`src/design/ast_pkg.sv`:
```
package ast_pkg;

    // Trigger origin encodings.
    localparam logic [1:0] ORIGIN_HOST   = 2'h0;
    localparam logic [1:0] ORIGIN_LINE1  = 2'h1;
    localparam logic [1:0] ORIGIN_LINE2  = 2'h2;
    localparam logic [1:0] ORIGIN_RESET  = ORIGIN_LINE1;

    // Edge select and exposure control encodings.
    localparam logic       EDGE_RISING   = 1'h0;
    localparam logic       EDGE_FALLING  = 1'h1;
    localparam logic       EXPO_TIMED    = 1'h0;
    localparam logic       EXPO_WIDTH    = 1'h1;

    // Counter width, line count and counter constants.
    localparam int         CNT_W         = 32;
    localparam int         LINE_COUNT    = 2;
    localparam logic [CNT_W-1:0] CNT_ZERO = 32'h0;
    localparam logic [CNT_W-1:0] CNT_ONE  = 32'h1;

    typedef enum logic [1:0] {
        ST_IDLE,
        ST_WAIT,
        ST_EXPOSE,
        ST_RECOVER
    } ast_state_t;

endpackage

```
`src/design/ast_trigger.sv`:
```
// Summary of operation
// - With host origin, each host command starts one exposure when waiting.
// - Accepting a trigger leaves the waiting state at once.
// - The block returns to waiting by itself once the pipeline is ready.
// - A host command arriving while not waiting is dropped, never queued.
// - With a line origin, the selected input line is the start trigger.
// - Edge select picks the rising or falling edge; the other one is inert.
// - Every qualifying edge while waiting starts an acquisition.
// - Edges arriving while not waiting are ignored.
// - Internal triggering makes one trigger per begin, or runs until stop.
// - Internal rate is the maximum, or a slower programmed rate if limited.
// - A timed-mode trigger during exposure is ignored and flagged.
// - After reset line 1 is the trigger origin.
`timescale 1ns/1ps

module ast_trigger
    import ast_pkg::*;
(
    // Clock and reset
    input  wire logic             CLK_IN,
    input  wire logic             RST_IN,
    // Configuration
    input  wire logic             EXTERNAL_TRIGGER_ENABLE_IN,
    input  wire logic             CONTINUOUS_MODE_IN,
    input  wire logic             ORIGIN_WRITE_IN,
    input  wire logic [1:0]       TRIGGER_ORIGIN_SELECT_IN,
    input  wire logic             TRIGGER_EDGE_SELECT_IN,
    input  wire logic             EXPOSURE_CONTROL_SELECT_IN,
    input  wire logic             INTERNAL_RATE_LIMIT_ENABLE_IN,
    input  wire logic [CNT_W-1:0] EXPOSURE_DURATION_SETTING_IN,
    input  wire logic [CNT_W-1:0] MIN_FRAME_PERIOD_IN,
    input  wire logic [CNT_W-1:0] PROGRAMMED_PERIOD_IN,
    // Commands, one-cycle pulses
    input  wire logic             BEGIN_ACQUISITION_COMMAND_IN,
    input  wire logic             END_ACQUISITION_COMMAND_IN,
    input  wire logic             HOST_TRIGGER_COMMAND_IN,
    // Pins and pipeline
    input  wire logic [LINE_COUNT-1:0] EXTERNAL_START_TRIGGER_INPUT_IN,
    input  wire logic             PIPELINE_READY_IN,
    // Status
    output logic [1:0]            TRIGGER_ORIGIN_OUT,
    output logic                  WAITING_OUT,
    output logic                  EXPOSING_OUT,
    output logic                  FRAME_START_OUT,
    output logic                  OVERTRIGGER_OUT,
    output logic                  IGNORED_TRIGGER_OUT
);

    ast_state_t       state_ff;
    ast_state_t       nxt_state;
    logic             acq_active_ff;
    logic [1:0]       origin_ff;
    logic [CNT_W-1:0] expo_cnt_ff;
    logic [CNT_W-1:0] rate_cnt_ff;
    logic [LINE_COUNT-1:0] line_pulse;
    logic             ext_pulse;
    logic             host_pulse;
    logic             int_pulse;
    logic             trig;
    logic             waiting;
    logic [CNT_W-1:0] period;

    // Every line keeps its own detector so that switching the origin never
    // shows a stale edge left over from the previously selected line.
    genvar g;
    generate
        for (g = 0; g < LINE_COUNT; g = g + 1) begin : g_line
            ast_edge_detect u_edge (
                .clk_in     (CLK_IN),
                .rst_in     (RST_IN),
                .level_in   (EXTERNAL_START_TRIGGER_INPUT_IN[g]),
                .falling_in (TRIGGER_EDGE_SELECT_IN),
                .pulse_out  (line_pulse[g])
            );
        end
    endgenerate

    // The origin is a stored setting; the select bus only matters while the
    // write strobe is high, so the host may leave it at any value.
    always_ff @(posedge CLK_IN or posedge RST_IN) begin
        if (RST_IN) begin
            origin_ff <= ORIGIN_RESET;
        end else if (ORIGIN_WRITE_IN) begin
            origin_ff <= TRIGGER_ORIGIN_SELECT_IN;
        end
    end

    // Only the selected origin may reach the trigger path.
    always_comb begin
        ext_pulse  = 1'b0;
        host_pulse = 1'b0;
        if (EXTERNAL_TRIGGER_ENABLE_IN) begin
            host_pulse = HOST_TRIGGER_COMMAND_IN &&
                         origin_ff == ORIGIN_HOST;
            if (origin_ff == ORIGIN_LINE1) begin
                ext_pulse = line_pulse[0];
            end else if (origin_ff == ORIGIN_LINE2) begin
                ext_pulse = line_pulse[1];
            end
        end
    end

    // Limited rate is the slower of programmed and maximum.
    always_comb begin
        period = MIN_FRAME_PERIOD_IN;
        if (INTERNAL_RATE_LIMIT_ENABLE_IN &&
            PROGRAMMED_PERIOD_IN > MIN_FRAME_PERIOD_IN) begin
            period = PROGRAMMED_PERIOD_IN;
        end
    end

    // Stop wins over begin in the same cycle, so a host that aborts at once
    // never sees a stray frame unless an acquisition was already active.
    always_ff @(posedge CLK_IN or posedge RST_IN) begin
        if (RST_IN) begin
            acq_active_ff <= 1'b0;
        end else if (END_ACQUISITION_COMMAND_IN) begin
            acq_active_ff <= 1'b0;
        end else if (BEGIN_ACQUISITION_COMMAND_IN) begin
            acq_active_ff <= 1'b1;
        end else if (int_pulse && !CONTINUOUS_MODE_IN) begin
            acq_active_ff <= 1'b0;
        end
    end

    // The rate counter stops at the period, so the first internal trigger waits
    // one full period after a frame; only a begin while active fires it sooner.
    // Restarting at one counts the trigger cycle itself, so internal starts
    // are exactly one period apart rather than one cycle more.
    always_ff @(posedge CLK_IN or posedge RST_IN) begin
        if (RST_IN) begin
            rate_cnt_ff <= CNT_ZERO;
        end else if (trig) begin
            rate_cnt_ff <= CNT_ONE;
        end else if (rate_cnt_ff < period) begin
            rate_cnt_ff <= rate_cnt_ff + CNT_ONE;
        end
    end

    assign int_pulse = !EXTERNAL_TRIGGER_ENABLE_IN && acq_active_ff &&
                       state_ff == ST_WAIT &&
                       (rate_cnt_ff >= period || BEGIN_ACQUISITION_COMMAND_IN);
    assign waiting   = state_ff == ST_WAIT;
    assign trig      = waiting && (host_pulse || ext_pulse || int_pulse);

    // The idle state lasts one cycle after reset only, so nothing can start
    // a frame while the configuration inputs are still settling.
    always_comb begin
        nxt_state = state_ff;
        case (state_ff)
            ST_IDLE: begin
                nxt_state = ST_WAIT;
            end
            ST_WAIT: begin
                if (trig) begin
                    nxt_state = ST_EXPOSE;
                end
            end
            ST_EXPOSE: begin
                if (expo_cnt_ff <= CNT_ONE) begin
                    nxt_state = ST_RECOVER;
                end
            end
            ST_RECOVER: begin
                if (PIPELINE_READY_IN) begin
                    nxt_state = ST_WAIT;
                end
            end
            default: begin
                nxt_state = ST_IDLE;
            end
        endcase
    end

    always_ff @(posedge CLK_IN or posedge RST_IN) begin
        if (RST_IN) begin
            state_ff <= ST_IDLE;
        end else begin
            state_ff <= nxt_state;
        end
    end

    // Exposure length from the duration setting; the width mode has no
    // line-driven end, so the same count ends its exposure too.
    always_ff @(posedge CLK_IN or posedge RST_IN) begin
        if (RST_IN) begin
            expo_cnt_ff <= CNT_ZERO;
        end else if (trig) begin
            expo_cnt_ff <= EXPOSURE_DURATION_SETTING_IN;
        end else if (expo_cnt_ff != CNT_ZERO) begin
            expo_cnt_ff <= expo_cnt_ff - CNT_ONE;
        end
    end

    // Waiting and exposing levels come from the next state so that they line up with the
    // state register instead of trailing it by a cycle.
    always_ff @(posedge CLK_IN or posedge RST_IN) begin
        if (RST_IN) begin
            FRAME_START_OUT     <= 1'b0;
            OVERTRIGGER_OUT     <= 1'b0;
            IGNORED_TRIGGER_OUT <= 1'b0;
            WAITING_OUT         <= 1'b0;
            EXPOSING_OUT        <= 1'b0;
            TRIGGER_ORIGIN_OUT  <= ORIGIN_RESET;
        end else begin
            FRAME_START_OUT     <= trig;
            // Dropped outright: nothing is remembered for later.
            IGNORED_TRIGGER_OUT <= !waiting &&
                                   (host_pulse || ext_pulse);
            OVERTRIGGER_OUT     <= state_ff == ST_EXPOSE &&
                                   EXPOSURE_CONTROL_SELECT_IN == EXPO_TIMED &&
                                   (host_pulse || ext_pulse);
            WAITING_OUT         <= nxt_state == ST_WAIT;
            EXPOSING_OUT        <= nxt_state == ST_EXPOSE;
            TRIGGER_ORIGIN_OUT  <= origin_ff;
        end
    end

endmodule

```
`src/design/ast_edge_detect.sv`:
```
`timescale 1ns/1ps

module ast_edge_detect
    import ast_pkg::*;
(
    input  wire logic clk_in,
    input  wire logic rst_in,
    input  wire logic level_in,
    input  wire logic falling_in,
    output logic      pulse_out
);

    logic sync1_ff;
    logic sync2_ff;
    logic prev_ff;

    // Two-stage synchroniser; the second stage and its delayed copy feed the edge compare.
    always_ff @(posedge clk_in or posedge rst_in) begin
        if (rst_in) begin
            sync1_ff <= 1'b0;
            sync2_ff <= 1'b0;
            prev_ff  <= 1'b0;
        end else begin
            sync1_ff <= level_in;
            sync2_ff <= sync1_ff;
            prev_ff  <= sync2_ff;
        end
    end

    always_ff @(posedge clk_in or posedge rst_in) begin
        if (rst_in) begin
            pulse_out <= 1'b0;
        end else if (falling_in == EDGE_FALLING) begin
            pulse_out <= prev_ff & ~sync2_ff;
        end else begin
            pulse_out <= ~prev_ff & sync2_ff;
        end
    end

endmodule

```
`config.mk`:
```
export PLATFORM = sky130hd
export DESIGN_NAME = ast_trigger
export DESIGN_NICKNAME = d
export VERILOG_FILES = /design/src/design/ast_pkg.sv /design/src/design/ast_trigger.sv /design/src/design/ast_edge_detect.sv
export SDC_FILE = /design/constraint.sdc
export NUM_CORES = 1
export LEC_CHECK = 0
export ABC_CLOCK_PERIOD_IN_PS = 4150
export BUFFER_PORTS_ARGS = -buffer_cell sky130_fd_sc_hd__buf_2
export CAP_MARGIN = 20
export CORE_MARGIN = 1.5
export CORE_UTILIZATION = 35
export DETAILED_ROUTE_END_ITERATION = 10
export GPL_TIMING_DRIVEN = 0
export PLACE_DENSITY_LB_ADDON = 0.25
export SKIP_LAST_GASP = 1
export SLEW_MARGIN = 10
export SYNTH_ARGS = -nofsm -noshare
export SYNTH_HDL_FRONTEND = slang
export SYNTH_SLANG_ARGS = --single-unit
```
`constraint.sdc`:
```
create_clock -name CLK_IN -period 4.15 [get_ports CLK_IN]
set_input_delay 1.0375 -clock CLK_IN [delete_from_list [all_inputs] [get_ports CLK_IN]]
set_output_delay 1.0375 -clock CLK_IN [all_outputs]
set_load 0.01 [all_outputs]
```
### Word-level counts from Yosys, hierarchy flattened

Index checks and enable logic that the tools add are counted.

| storage, ports and cells | value |
|---|---|
| input bits | 112 |
| bits in registers | 84 |
| logic and storage cells | 81 |

| cells by class | value |
|---|---|
| eq/ne operators | 7 |
| multiplexer cells | 18 |
| order comparisons | 4 |
| add/sub/neg operators | 2 |
| reductions and logical operators | 22 |
| bitwise operators | 9 |

Operators with widths:

| kind | count |
|---|---|
| 2-to-1 mux 32 bit | 5 |
| adder 32 x 1 -> 32 bit, second input constant | 1 |
| greater-or-equal comparator 32 bit | 1 |
| > comparator 32 bit | 1 |
| <= comparator 32 x 1 -> 1 bit, second input constant | 1 |
| < comparator 32 bit | 1 |
| nonzero test 32 bit | 1 |
| subtractor 32 x 1 -> 32 bit, second input constant | 1 |
| logical AND 1 bit | 10 |
| 2-to-1 mux 1 bit | 9 |
| == test 2 bit, second input constant | 4 |
| one-hot mux 2 bit (4 select lines) | 1 |
| == test 2 x 1 -> 1 bit, second input constant | 3 |
| 2-to-1 mux 2 bit | 3 |
| inverter 1 bit | 5 |
| bitwise AND 1 bit | 4 |
| zero test 2 bit | 2 |
| nonzero test 2 bit | 2 |
| zero test 1 bit | 3 |
| logical OR 1 bit | 3 |
| nonzero test 3 bit | 1 |

### Depth between registers and ports, before layout

Gate-level depths: netlist (run 1).

| logic depth | value |
|---|---|
| depth in word-level cells | 11 |
| gate-level depth with buffers | 20 |

### Modules after synthesis

Synthesis (run 1) repeated with hierarchy kept, for this count alone.

| unflattened totals | value |
|---|---|
| cells, all modules | 680 |
| area total of the unflattened synthesis | 6444.9 µm² |

By module, submodules not included:

| module | cells each | area each (µm²) | instances |
|---|---|---|---|
| ast_trigger | 664 | 6192.2 | 1 |
| ast_edge_detect | 8 | 126.4 | 2 |

### Least setup slack after synthesis (run 1)

No wires, ideal clock.

| path | value |
|---|---|
| path kind | input -> register |
| start | input port MIN_FRAME_PERIOD_IN[27] |
| end | register rate_cnt_ff[19] |
| buffers on the path | 2 |
| data arrival time | 4964 ps |
| required time | 4073 ps |
| cell stages on the path | 18 |
| slack | -892 ps |
| library setup time | 77 ps |
| path through | inv_1 > ha_1 > nand4_1 > or2_2 > nor3_1 > o21ai_0 > a31oi_1 > buf_2 > mux2i_1 > ha_1 > nand4_1 > nor2_1 > a221oi_1 > nand2_1 > a21o_1 > clkbuf_1 > or4b_2 > a21oi_1 |

| on the way | value |
|---|---|
| longest elaborated chain between the ends | 9 |

RTL lines:

| element | line | RTL |
|---|---|---|
| start: declaration | ast_trigger.sv:31 | `input wire logic [CNT_W-1:0] MIN_FRAME_PERIOD_IN,` |
| > comparator 32 bit | ast_trigger.sv:107 | `PROGRAMMED_PERIOD_IN > MIN_FRAME_PERIOD_IN) begin` |
| logical AND 1 bit | ast_trigger.sv:106 | `if (INTERNAL_RATE_LIMIT_ENABLE_IN &&` |
| 2-to-1 mux 32 bit (*) | ast_trigger.sv:106 |  |
| greater-or-equal comparator 32 bit | ast_trigger.sv:142 | `(rate_cnt_ff >= period \|\| BEGIN_ACQUISITION_COMMAND_IN);` |
| logical OR 1 bit | ast_trigger.sv:142 |  |
| logical AND 1 bit | ast_trigger.sv:141 | `state_ff == ST_WAIT &&` |
| logical OR 1 bit | ast_trigger.sv:144 | `assign trig = waiting && (host_pulse \|\| ext_pulse \|\| int_pulse);` |
| logical AND 1 bit | ast_trigger.sv:144 |  |
| 2-to-1 mux 32 bit / nonzero test 2 bit (equally long branches) | n/a |  |
| end signal: assignment | ast_trigger.sv:136 | `rate_cnt_ff <= rate_cnt_ff + CNT_ONE;` |
| end: declaration | ast_trigger.sv:54 | `logic [CNT_W-1:0] rate_cnt_ff;` |

Mark *: on every way between the ends. The rest lies on a longest branch, timed or not.
A chain may end at the register's enable or synchronous reset.

### Worst setup path in the final report (run 1)

| path | value |
|---|---|
| start | input port MIN_FRAME_PERIOD_IN[31] |
| end | register rate_cnt_ff[28] |

The elaborated chain is that of the path after synthesis.

==> results of run 1 <==
## registers in the layout, indices dropped and copies added (netlist names), 2 cells and up
register,flops
rate_cnt_ff,32
g_line.u_edge.sync1_ff,2
g_line.u_edge.sync2_ff,2
g_line.u_edge.pulse_out,2
expo_cnt_ff,32
TRIGGER_ORIGIN_OUT,2
g_line.u_edge.prev_ff,2
state_ff,2
origin_ff,2
## final cells by class
class / instances / area, µm² / area share [%]
clock buffer: 10 / 229 / 2.41
timing repair buffer: 179 / 1380 / 14.5
clock inverter: 6 / 88.8 / 0.936
buffer: 20 / 328 / 3.45
multi-input combinational: 512 / 4920 / 51.8
inverter: 42 / 170 / 1.79
tap: 225 / 282 / 2.96
sequential: 84 / 2100 / 22.2
## cells by family (layout without fill, tap and decap cells)
family | after synthesis | count (layout) | synth area share (%)
and+or+nand+nor | 215 | 215 | 18.8
AOI/OAI and AO/OA | 138 | 138 | 14.4
DFF | 84 | 84 | 34.3
adders and majority gates | 67 | 67 | 13.6
buffers and inverters | 64 | 257 | 4.30
muxes | 52 | 52 | 8.84
xor gates and xnor gates | 40 | 40 | 5.70
## what timing repair did
action,in CTS,in global routing
gates resized for setup,119,116
buffers inserted,40,11
setup endpoints to repair,70,70
pin swaps,65,55
cloned,10,4
## worst register-to-register path: stages, from the launching register on
cell      delay [ns]
dfrtp_1         0.42
or4_1           0.60
nor3_2          0.25
nand3_2         0.21
or2_1           0.25
clkbuf_1        0.20
nor3_1          0.20
mux2_2          0.36
mux2_4          0.26
## worst min-delay path by stage
stage,startpoint,endpoint,slack (ns),cells after the start
5_1_grt,g_line[1].u_edge.sync1_ff,g_line[1].u_edge.sync2_ff,0.37,0
3_5_place_dp,g_line[0].u_edge.sync1_ff,g_line[0].u_edge.sync2_ff,0.34,0
3_3_place_gp,g_line[1].u_edge.sync1_ff,g_line[1].u_edge.sync2_ff,0.33,0
4_1_cts,g_line[0].u_edge.sync1_ff,g_line[0].u_edge.sync2_ff,0.35,0
6_report,g_line[0].u_edge.sync1_ff,g_line[0].u_edge.sync2_ff,0.35,0
2_1_floorplan,g_line[0].u_edge.sync1_ff,g_line[0].u_edge.sync2_ff,0.33,0
## layout by cell type, fill, tap and decap left out, types with 6 or more instances in the layout
cell type  synthesis  final
a21oi_1           42     18
nor3_1            10      9
nand3_1           20     19
mux2i_1           34     19
ha_1              67     44
or4_4              3      6
nand4_1           22     22
mux2_4             0      8
xnor2_1           31     25
inv_1             42     31
xnor2_2            0      6
nor4_1            11      9
or4_1             11      8
buf_2             11    110
buf_8              0     10
buf_4              0     30
mux2i_2            0      6
o21ai_2            0      7
a21oi_2            0     23
o21ai_1            0     13
and3_1             6      6
buf_12             0      9
xor2_1             9      9
o2bb2ai_2          0     17
clkbuf_16          0     16
buf_6              0     23
inv_2              0      8
nand2_1           43     41
mux2i_4            0      9
ha_4               0     23
mux2_2            18     10
o21ai_0           34     14
nor2_4             1     12
dfrtp_1           82     82
a21o_1             7      6
or3_1             11      9
nor2_1            50     38
## synthesized netlist by cell type, types with 4 or more instances
library cell	number	area share, %
a2111oi_0	4	0.57
a211oi_1	10	1.2
a21o_1	7	0.86
a21oi_1	42	3.4
and3_1	6	0.61
and4_1	4	0.57
buf_2	11	0.90
clkbuf_1	10	0.61
dfrtp_1	82	33
ha_1	67	14
inv_1	42	2.6
mux2_2	18	3.3
mux2i_1	34	5.5
nand2_1	43	2.6
nand3_1	20	1.6
nand4_1	22	2.2
nor2_1	50	3.1
nor3_1	10	0.81
nor4_1	11	1.1
o21ai_0	34	2.8
o2bb2ai_1	19	2.7
o31ai_1	6	0.73
or3_1	11	1.1
or4_1	11	1.3
xnor2_1	31	4.4
xor2_1	9	1.3
## where the power goes
group | switching [mW] | internal, mW | leakage [nW] | total (mW)
clock | 0.333 | 0.529 | 0.149 | 0.862
sequential | 0.240 | 1.03 | 1.07 | 1.27
combinational | 0.633 | 0.757 | 2.73 | 1.39
total | 1.21 | 2.32 | 3.94 | 3.52
## layer usage
layer / GRT usage [%] / vias to the layer above
met2: 33.7 / 170
met4: 5.73 / 0
li1: - / 2814
met3: 3.14 / 28
met1: 26.2 / 2740
met5: 0 / -
## through the flow
| stage | util, % | power (mW) | setup TNS [ns] | instance area (µm²) |
|---|---|---|---|---|
| after global placement | 42.9 | 2.30 | -104.39 | 7390 |
| after CTS | 51.2 | 3.41 | -36.28 | 8830 |
| after detailed placement | 43.1 | 2.32 | -84.13 | 7420 |
| final | 55.1 | 3.52 | -37.82 | 9500 |
| after floorplan | - | 2.03 | -17.71 | 6520 |
| after global routing | 55.1 | 3.75 | -51.92 | 9500 |
==> impl_results.md, run 1 <==
* DRT Pass-1 Iters at 4
* Clk Latency, worst-skew pair at 0.34 ns
* Row Count at 48
* Vias at 5,752
* CTS tree: yes
* Crit path depth at 23
* Fin. max-slew vios at 0
* CP Launch Type: primary input
* CP Buf/Inv Count at 9
* Reg-to-reg critical path endpoint: expo_cnt_ff[24]
* Post-DP HPWL at 12,200 µm
* Failing checks: setup timing
* WP data required at 4.42 ns
* Async S/R FF share, synth at 100%
* Fillcell total at 1,496
* GR Util All Layers at 19.9%
* Most used DFF post-synth: dfrtp_1
* Final ANT Viol Nets at 0
* Clock Tree Root: clkbuf_16
* Die Y at 135 µm
* Hold crit path type: reg2reg
* Post-synth EDFFs at 0
* CTS H-tree depth at 3
* Flop2flop setup slack at 1.28 ns
* Max IR drop VDD at 0.000259 V
* Clk sink count at 84
* Initial antenna violation count at 0
* Synth-to-Final Area Change at 54.6%
* Residual DRC at 0
* Reg clk slew, reported paths at 0.07 ns
* Worst Path Max Fanout at 7
* Routed met1 length at 8170 µm
* P_leak at 3.94 nW
* Highest routed metal layer: met4
* Met3 WL at 911 µm
* Max-Cap Viols at 0
* Final Skew at 0.0122 ns
* Cell family with most CP delay: buffers and inverters
* Cells after Synth at 660
* FMAX at 0.210 GHz
* Layout Cells excl Fill at 1,078
* Vias per cell at 5.34
* RSZ-0062 raised after global routing: yes
* Setup violators final at 70
* Synthesis Warnings at 0
* Hold Slack at 0.348 ns
* GP Congestion at 0.885
* Core outline area at 17,200 µm²
* Sequential share of the synthesized area at 34.3%
* PortBufs at 118
* CP max-delay cell: or3_1
* Vias in the first global route at 5,718
* Crit path to: rate_cnt_ff[28]
* Initial core utilization at 35.6%
* Total wire length at 18,500 µm
* Worst-margin pin slew at 0.585 ns
* Num CTS Buffers at 9
* Normalized max-slew margin at 60.7%
* Fin worst setup slack at -0.620 ns
* FF-to-FF Start: expo_cnt_ff[2]
* Wire per inst at 17.2 µm
* Slowest Stage Delay on Critical Path at 0.36 ns
* Post-Place Worst Slack at -1.36 ns
* Synthesized flop and latch total at 84
* Endpoints failing hold at 0
* Synthesized area per cell at 9.31 µm²
* First-pass GRT wire length at 28,500 µm
* Final min period at 4.77 ns
* Status: complete, but fails checks
* Die ar. at 18,400 µm²
* Mapped Nets at 839
* Grt ovf at 0
* Placed cell count at 1,004
* Share of cells above drive strength 1 at 46.2%
* Nature of the critical path endpoint: flop
* WP data arrival at 5.04 ns
* CP startpoint: MIN_FRAME_PERIOD_IN[31]
* IO Count at 119
* Largest net degree at the start of global routing at 45
* Ant. Diodes at 0
* Cell chain of the critical path: buf_2, inv_2, ha_4, nand4_1, or2_4, nor3_4, o21ai_2, a31oi_4, buf_6, buf_12, buf_12, mux2i_4, ha_4, a21o_1, o21ai_2, o211ai_1, buf_4, a21o_4, buf_4, buf_8, buf_6, or3_1, a21oi_2
* Worst Reg-to-Reg Cells at 8
* Post-CTS Hold Fix Bufs at 0
* Netlist Area Pre-Place at 6140 µm²
* Die width at 135 µm
* Starting DRT DRC Count at 220
* Cell Pwr Density at 371 nW/µm²
* Fin crit share at 115%
* CTS Buffer Depth at 2
* Worst setup path class: in2reg
* Library cells used by synthesis at 55
* DR WL met2 at 9120 µm
* Nets at 1,027
(Power assumes the default switching activity.)
==> inputs of run 2 (changes only) <==
- CORE_UTILIZATION: 35 -> 57
==> run 2 against run 1 <==
  * Utilization grew 29 points
  * Total power decreased by 8.3%
  * Count of clock-buffer cells in the layout stayed put
  * Cell count fell by 9.2%
  * The flow still finishes with violations (setup timing)
  * Global-route usage rose by 15 points
  * Largest cell class unchanged
==> impl_results.md, run 2 (synthesis results as in run 1) <==
* Status: complete, but fails checks
* Failing checks: setup timing
* Hold Slack at 0.358 ns (+0.00997 ns)
* Nature of the critical path endpoint: flop
* Vias at 6,428 (+12%)
* GR Util All Layers at 34.4% (+15 points)
* Fin crit share at 124% (+8.7 points)
* WP data arrival at 5.39 ns (+0.35 ns)
* GP Congestion at 0.928 (+4.9%)
* Slowest Stage Delay on Critical Path at 0.60 ns (+0.24 ns)
* Wire per inst at 22.8 µm (+32%)
* PortBufs at 118 (unchanged)
* Hold crit path type: reg2reg
* Final ANT Viol Nets at 0 (unchanged)
* Commonest non-fill, non-tap cells in the layout: buf_2, dfrtp_1, nor2_1
* Final min period at 5.13 ns (+0.361 ns)
* CP max-delay cell: a2111oi_0
* RSZ-0062 raised after global routing: yes
* Initial antenna violation count at 0 (unchanged)
* Worst-margin pin slew at 0.616 ns (+0.0301 ns)
* GR peak layer: met2
* Biggest regs: expo_cnt_ff: 32 flops, rate_cnt_ff: 32 flops
* Commonest non-fill, non-tap cell in the layout: buf_2
* Fin. max-slew vios at 0 (unchanged)
* Final Power at 3.23 mW (-8.3%)
* Clk sink count at 84 (unchanged)
* Max IR drop VDD at 0.000382 V (+48%)
* Vias per cell at 6.57 (+23%)
* Clk Latency, worst-skew pair at 0.38 ns (+0.04 ns)
* CTS H-tree depth at 3 (unchanged)
* Die Y at 107 µm (-21%)
* Post-DP HPWL at 12,300 µm (+0.16%)
* Nets at 1,017 (-0.97%)
* Initial core utilization at 59.2% (+24 points)
* Cell family with most CP delay: compound AO/OA/AOI/OAI gates
* GR Util met2 at 60.9% (+27 points)
* Largest net degree at the start of global routing at 57 (+27%)
* Row Count at 37 (-23%)
* Die ar. at 11,400 µm² (-38%)
* First-pass GRT wire length at 30,700 µm (+7.8%)
* Final Skew at 0.0155 ns (+0.00335 ns)
* Fin worst setup slack at -0.981 ns (-0.361 ns)
* Fillcell total at 544 (-64%)
* Synth-to-Final Area Change at 41.8%
* Vias in the first global route at 6,441 (+13%)
* Die width at 107 µm (-21%)
* CP Launch Type: primary input
* Share of cells above drive strength 1 at 39.5% (-6.7 points)
* Num CTS Buffers at 9 (unchanged)
* FMAX at 0.195 GHz (-7.0%)
* CTS tree: yes
* Max-Cap Viols at 0 (unchanged)
* Reg clk slew, reported paths at 0.08 ns (about the same)
* Grt ovf at 0 (unchanged)
* Met3 Resource Use GR at 6.69% (+3.5 points)
* IO Count at 119 (unchanged)
* Cell Pwr Density at 371 nW/µm² (about the same)
* Endpoints failing hold at 0 (unchanged)
* CTS Buffer Depth at 2 (unchanged)
* Worst Path Max Fanout at 5 (-2)
* Ant. Diodes at 0 (unchanged)
* Worst setup path class: in2reg
* Clock Tree Root: clkbuf_8
* Residual DRC at 0 (unchanged)
* Flop2flop setup slack at 1.22 ns (-0.06 ns)
* WP data required at 4.41 ns (about the same)
* P_leak at 3.80 nW (-3.6%)
* CP Buf/Inv Count at 6 (-3)
* Met1 GRT Util at 39.0% (+13 points)
* Core outline area at 10,400 µm² (-40%)
* Normalized max-slew margin at 57.9% (-2.8 points)
* Starting DRT DRC Count at 811 (+270%)
* CP dominant cell by count: buf_12
* Setup violators final at 70 (unchanged)
* Total wire length at 22,300 µm (+20%)
* DRT Pass-1 Iters at 6 (+2)
* Cell chain of the critical path: buf_2, inv_1, ha_4, nand4_1, a211o_1, a31oi_2, o21ai_2, a31oi_4, buf_12, buf_12, buf_6, mux2i_1, ha_1, nand2_1, a21oi_1, o21ai_1, o211ai_1, buf_4, a2111oi_0, xnor2_1, nor2_1
## run 2: cell count changes in the layout (fill, tap and decap cells not counted), sizes merged
cell | previous run | this run
bufinv | 2 | 1
clkbuf | 23 | 22
inv | 43 | 42
buf | 186 | 176
clkinv | 1 | 3
bufbuf | 0 | 1
## run 2: worst paths after layout
| check | from | endpoint | depth (start not counted) |
|---|---|---|---|
| min in group asynchronous | RST_IN | expo_cnt_ff[11] | 2 |
| hold reg to reg | g_line[0].u_edge.sync1_ff | g_line[0].u_edge.sync2_ff | 0 |
| hold / removal | g_line[0].u_edge.sync1_ff | g_line[0].u_edge.sync2_ff | 0 |
| max in group asynchronous | RST_IN | TRIGGER_ORIGIN_OUT[0] | 3 |
| setup reg to reg | expo_cnt_ff[2] | expo_cnt_ff[24] | 8 |
| setup / recovery | MIN_FRAME_PERIOD_IN[15] | rate_cnt_ff[29] | 21 |
## run 2: per-layer routing
metal | up-vias | wire length [µm]
met5 | - | 0
met4 | 0 | 1400
met3 | 150 | 2350
met2 | 458 | 10500
met1 | 3036 | 8080
li1 | 2784 | -
## run 2: final cells by class
cell class / count / area (µm²) / area share, %
inverters: 42 / 178 / 2.04
flip-flops and latches: 84 / 2100 / 24.2
repair buffers: 168 / 1250 / 14.4
multi-input cells: 512 / 4530 / 52.0
plain buffers: 21 / 279 / 3.20
well taps: 136 / 170 / 1.95
clock buffers: 10 / 138 / 1.58
clock inverters: 6 / 63.8 / 0.733
## run 2: through the flow
| stage | worst slack [ns] | std cells | setup TNS [ns] | cell area, µm² | util [%] |
|---|---|---|---|---|---|
| finish | -0.981 | 979 | -60.60 | 8710 | 84.0 |
| global route | -1.04 | 979 | -69.28 | 8710 | 84.0 |
| CTS | -0.466 | 969 | -26.86 | 8370 | 80.8 |
| detailed placement | -1.26 | 915 | -75.89 | 7310 | 70.5 |
| global placement | -1.18 | 914 | -71.02 | 7280 | 70.2 |
| floorplan | -0.372 | 660 | -17.71 | 6520 | - |
## run 2: where the power goes
group	total, mW	internal [mW]	switching [mW]
Sequential	1.27	1.03	0.243
Combinational	1.35	0.695	0.654
Clock	0.608	0.293	0.315
Total	3.23	2.02	1.21
## run 2: what timing repair did
| item | CTS | global route |
|---|---|---|
| cloned | 6 | 2 |
| setup endpoints to repair | 70 | 70 |
| buffers inserted | 32 | 10 |
| pin swaps | 67 | 33 |
| hold buffers | 0 | 0 |
| gates resized for setup | 105 | 48 |
==> inputs of run 3 (changes only) <==
- CORE_ASPECT_RATIO: not set -> 1.1
==> run 3 against run 2 <==
  * The flow still finishes with violations (setup timing)
  * Sequential power is 4% higher
  * Largest power group unchanged
  * Total power up 15%
  * Critical path type unchanged
  * Combinational power up 11%
==> impl_results.md, run 3 (synthesis results as in run 1) <==
* Vias in the first global route at 6,440 (-0.016%)
* Initial core utilization at 58.8% (-0.41 points)
* Fin worst setup slack at -1.00 ns (-0.0212 ns)
* Share of cells above drive strength 1 at 41.7% (+2.2 points)
* RSZ-0062 raised after global routing: yes
* Clk sink count at 84 (unchanged)
* Fin util at 86.8% (+2.8 points)
* Starting DRT DRC Count at 598 (-26%)
* Synth-to-Final Area Change at 47.5%
* Reg clk slew, reported paths at 0.07 ns (about the same)
* Commonest non-fill, non-tap cells in the layout: buf_2, dfrtp_1, ha_1
* Die ar. at 11,400 µm² (about the same)
* Clk Latency, worst-skew pair at 0.35 ns (-0.03 ns)
* Die width at 102 µm (-4.5%)
* Vias per cell at 6.60 (+0.47%)
* Crit path depth at 23 (+9.5%)
* CP max-delay cell: or4_1
* CP Launch Type: primary input
* Post-Place Worst Slack at -1.36 ns (-0.106 ns)
* Post-DP HPWL at 12,200 µm (-0.52%)
* FMAX at 0.194 GHz (-0.41%)
* Clock Tree Root: clkbuf_16
* Max-Cap Viols at 0 (unchanged)
* Wire per inst at 23.2 µm (+2.1%)
* Residual DRC at 0 (unchanged)
* Nets at 1,016 (-0.098%)
* P_leak at 3.93 nW (+3.4%)
* WP data arrival at 5.43 ns (+0.04 ns)
* Cell family with most CP delay: compound AO/OA/AOI/OAI gates
* Endpoints failing hold at 0 (unchanged)
* Initial antenna violation count at 0 (unchanged)
* Max IR drop VDD at 0.000522 V (+36%)
* Hold Path Origin: g_line[1].u_edge.sync1_ff
* PortBufs at 118 (unchanged)
* Fin crit share at 124% (+0.51 points)
* Cell chain of the critical path: buf_2, inv_1, ha_4, o211ai_1, a211o_1, a31oi_4, o21ai_2, a31oi_4, buf_12, buf_12, buf_8, mux2i_1, ha_1, buf_6, a21oi_2, o21ai_1, a21oi_1, o211ai_1, a21o_1, buf_6, buf_6, or4_1, a21oi_2
* Grt ovf at 0 (unchanged)
* Final ANT Viol Nets at 0 (unchanged)
* Hold Crit Depth at 0 (unchanged)
* Setup violators final at 70 (unchanged)
* CP startpoint: MIN_FRAME_PERIOD_IN[7]
* Hold crit path type: reg2reg
* Reg-to-reg critical path endpoint: expo_cnt_ff[24]
* Status: complete, but fails checks
* Fin. max-slew vios at 0 (unchanged)
* CP dominant cell by count: buf_6
* CP Buf/Inv Count at 8 (+2)
* Num CTS Buffers at 9 (unchanged)
* CTS H-tree depth at 3 (unchanged)
* Post-CTS Hold Fix Bufs at 0 (unchanged)
* GP Congestion at 0.901 (-3.0%)
* Commonest non-fill, non-tap cell in the layout: buf_2
* Core outline area at 10,400 µm² (+0.70%)
* Nature of the critical path endpoint: flop
* GR Util All Layers at 34.4% (about the same)
* Ant. Diodes at 0 (unchanged)
* Total wire length at 22,900 µm (+2.7%)
* IO Count at 119 (unchanged)
* Largest net degree at the start of global routing at 56 (-1.8%)
* Crit path to: rate_cnt_ff[21]
* Worst Path Max Fanout at 6 (+1)
* Vias at 6,498 (+1.1%)
* DRT Pass-1 Iters at 5 (-1)
* Cell Pwr Density at 412 nW/µm² (+11%)
* CTS tree: yes
* CTS Buffer Depth at 2 (unchanged)
* Slowest Stage Delay on Critical Path at 0.53 ns (-0.07 ns)
* Failing checks: setup timing
* First-pass GRT wire length at 30,900 µm (+0.43%)
* WP data required at 4.43 ns (+0.02 ns)
* Biggest regs: expo_cnt_ff: 32 flops, rate_cnt_ff: 32 flops
* Final Skew at 0.00880 ns (-0.00672 ns)
* FF-to-FF Start: expo_cnt_ff[2]
* Worst-margin pin slew at 0.775 ns (+0.159 ns)
* Row Count at 39 (+5.4%)
* Worst setup path class: in2reg
* Flop2flop setup slack at 1.15 ns (-0.07 ns)
* Setup TNS at -63.70 ns (-3.09 ns)
* Worst Reg-to-Reg Cells at 8 (unchanged)
* Normalized max-slew margin at 47.9% (-10 points)
* Die Y at 112 µm (+4.7%)
* Final min period at 5.15 ns (+0.0212 ns)
[run 3: cell types whose count changed in the layout (fill, tap and decap cells not counted), moves of 8 or more]
cell,delta
clkbuf_16,+13
a21oi_1,-12
buf_4,-12
a21oi_2,+11
nor2_1,-10
clkbuf_8,-9
ha_1,+9
buf_2,+8
ha_4,-8
[run 3: per-stage QoR]
stage / total power [mW] / hold slack (ns) / std cells / instance area (µm²)
3_5_place_dp: 2.33 / 0.339 / 922 / 7320
2_1_floorplan: 2.03 / 0.331 / 660 / 6520
4_1_cts: 3.43 / 0.353 / 976 / 8450
5_1_grt: 3.88 / 0.356 / 985 / 9060
6_report: 3.73 / 0.350 / 985 / 9060
3_3_place_gp: 2.25 / 0.331 / 921 / 7290
[run 3: worst min-delay path by stage]
stage / end / slack [ns]
after floorplan: g_line[0].u_edge.sync2_ff / 0.33
after global placement: g_line[1].u_edge.sync2_ff / 0.33
after global routing: g_line[1].u_edge.sync2_ff / 0.36
final: g_line[1].u_edge.sync2_ff / 0.35
after detailed placement: g_line[1].u_edge.sync2_ff / 0.34
after CTS: g_line[1].u_edge.sync2_ff / 0.35
[run 3: repair_timing]
action                                  CTS  global route
gates resized for setup                  88            91
pin swaps                                49            38
setup buffers                            35             4
cloned                                    4             6
endpoints found under the setup margin   70            70
[run 3: power by group]
part           leakage, nW  internal, mW  switching (mW)
clock                0.162         0.577           0.336
combinational         2.70         0.773           0.724
sequential            1.07          1.03           0.285
[run 3: area by class of cell]
| type | count | area [µm²] |
|---|---|---|
| clock buffers | 13 | 270 |
| fillers | 514 | 1380 |
| well taps | 143 | 179 |
| multi-input cells | 512 | 4650 |
| plain buffers | 21 | 322 |
| inverters | 42 | 170 |
| repair buffers | 167 | 1290 |
| flip-flops and latches | 84 | 2100 |
| clock inverters | 3 | 67.6 |
[run 3: worst reg2reg max path, stage by stage, from the launching register on]
cell	delay, ns
dfrtp_1	0.44
or4_1	0.62
nor3_2	0.26
nand3_2	0.23
or2_1	0.26
clkbuf_1	0.22
nor3_1	0.22
mux2_2	0.36
mux2_4	0.27
[run 3: per-layer routing]
metal	share of wire [%]	wire, µm	up-vias	global-route usage (%)
met5	0	0	-	0
met4	6.4	1470	0	16.8
met3	8.6	1970	143	6.15
met2	50	11500	474	60.3
met1	35	7980	3091	39.9
li1	-	-	2790	-
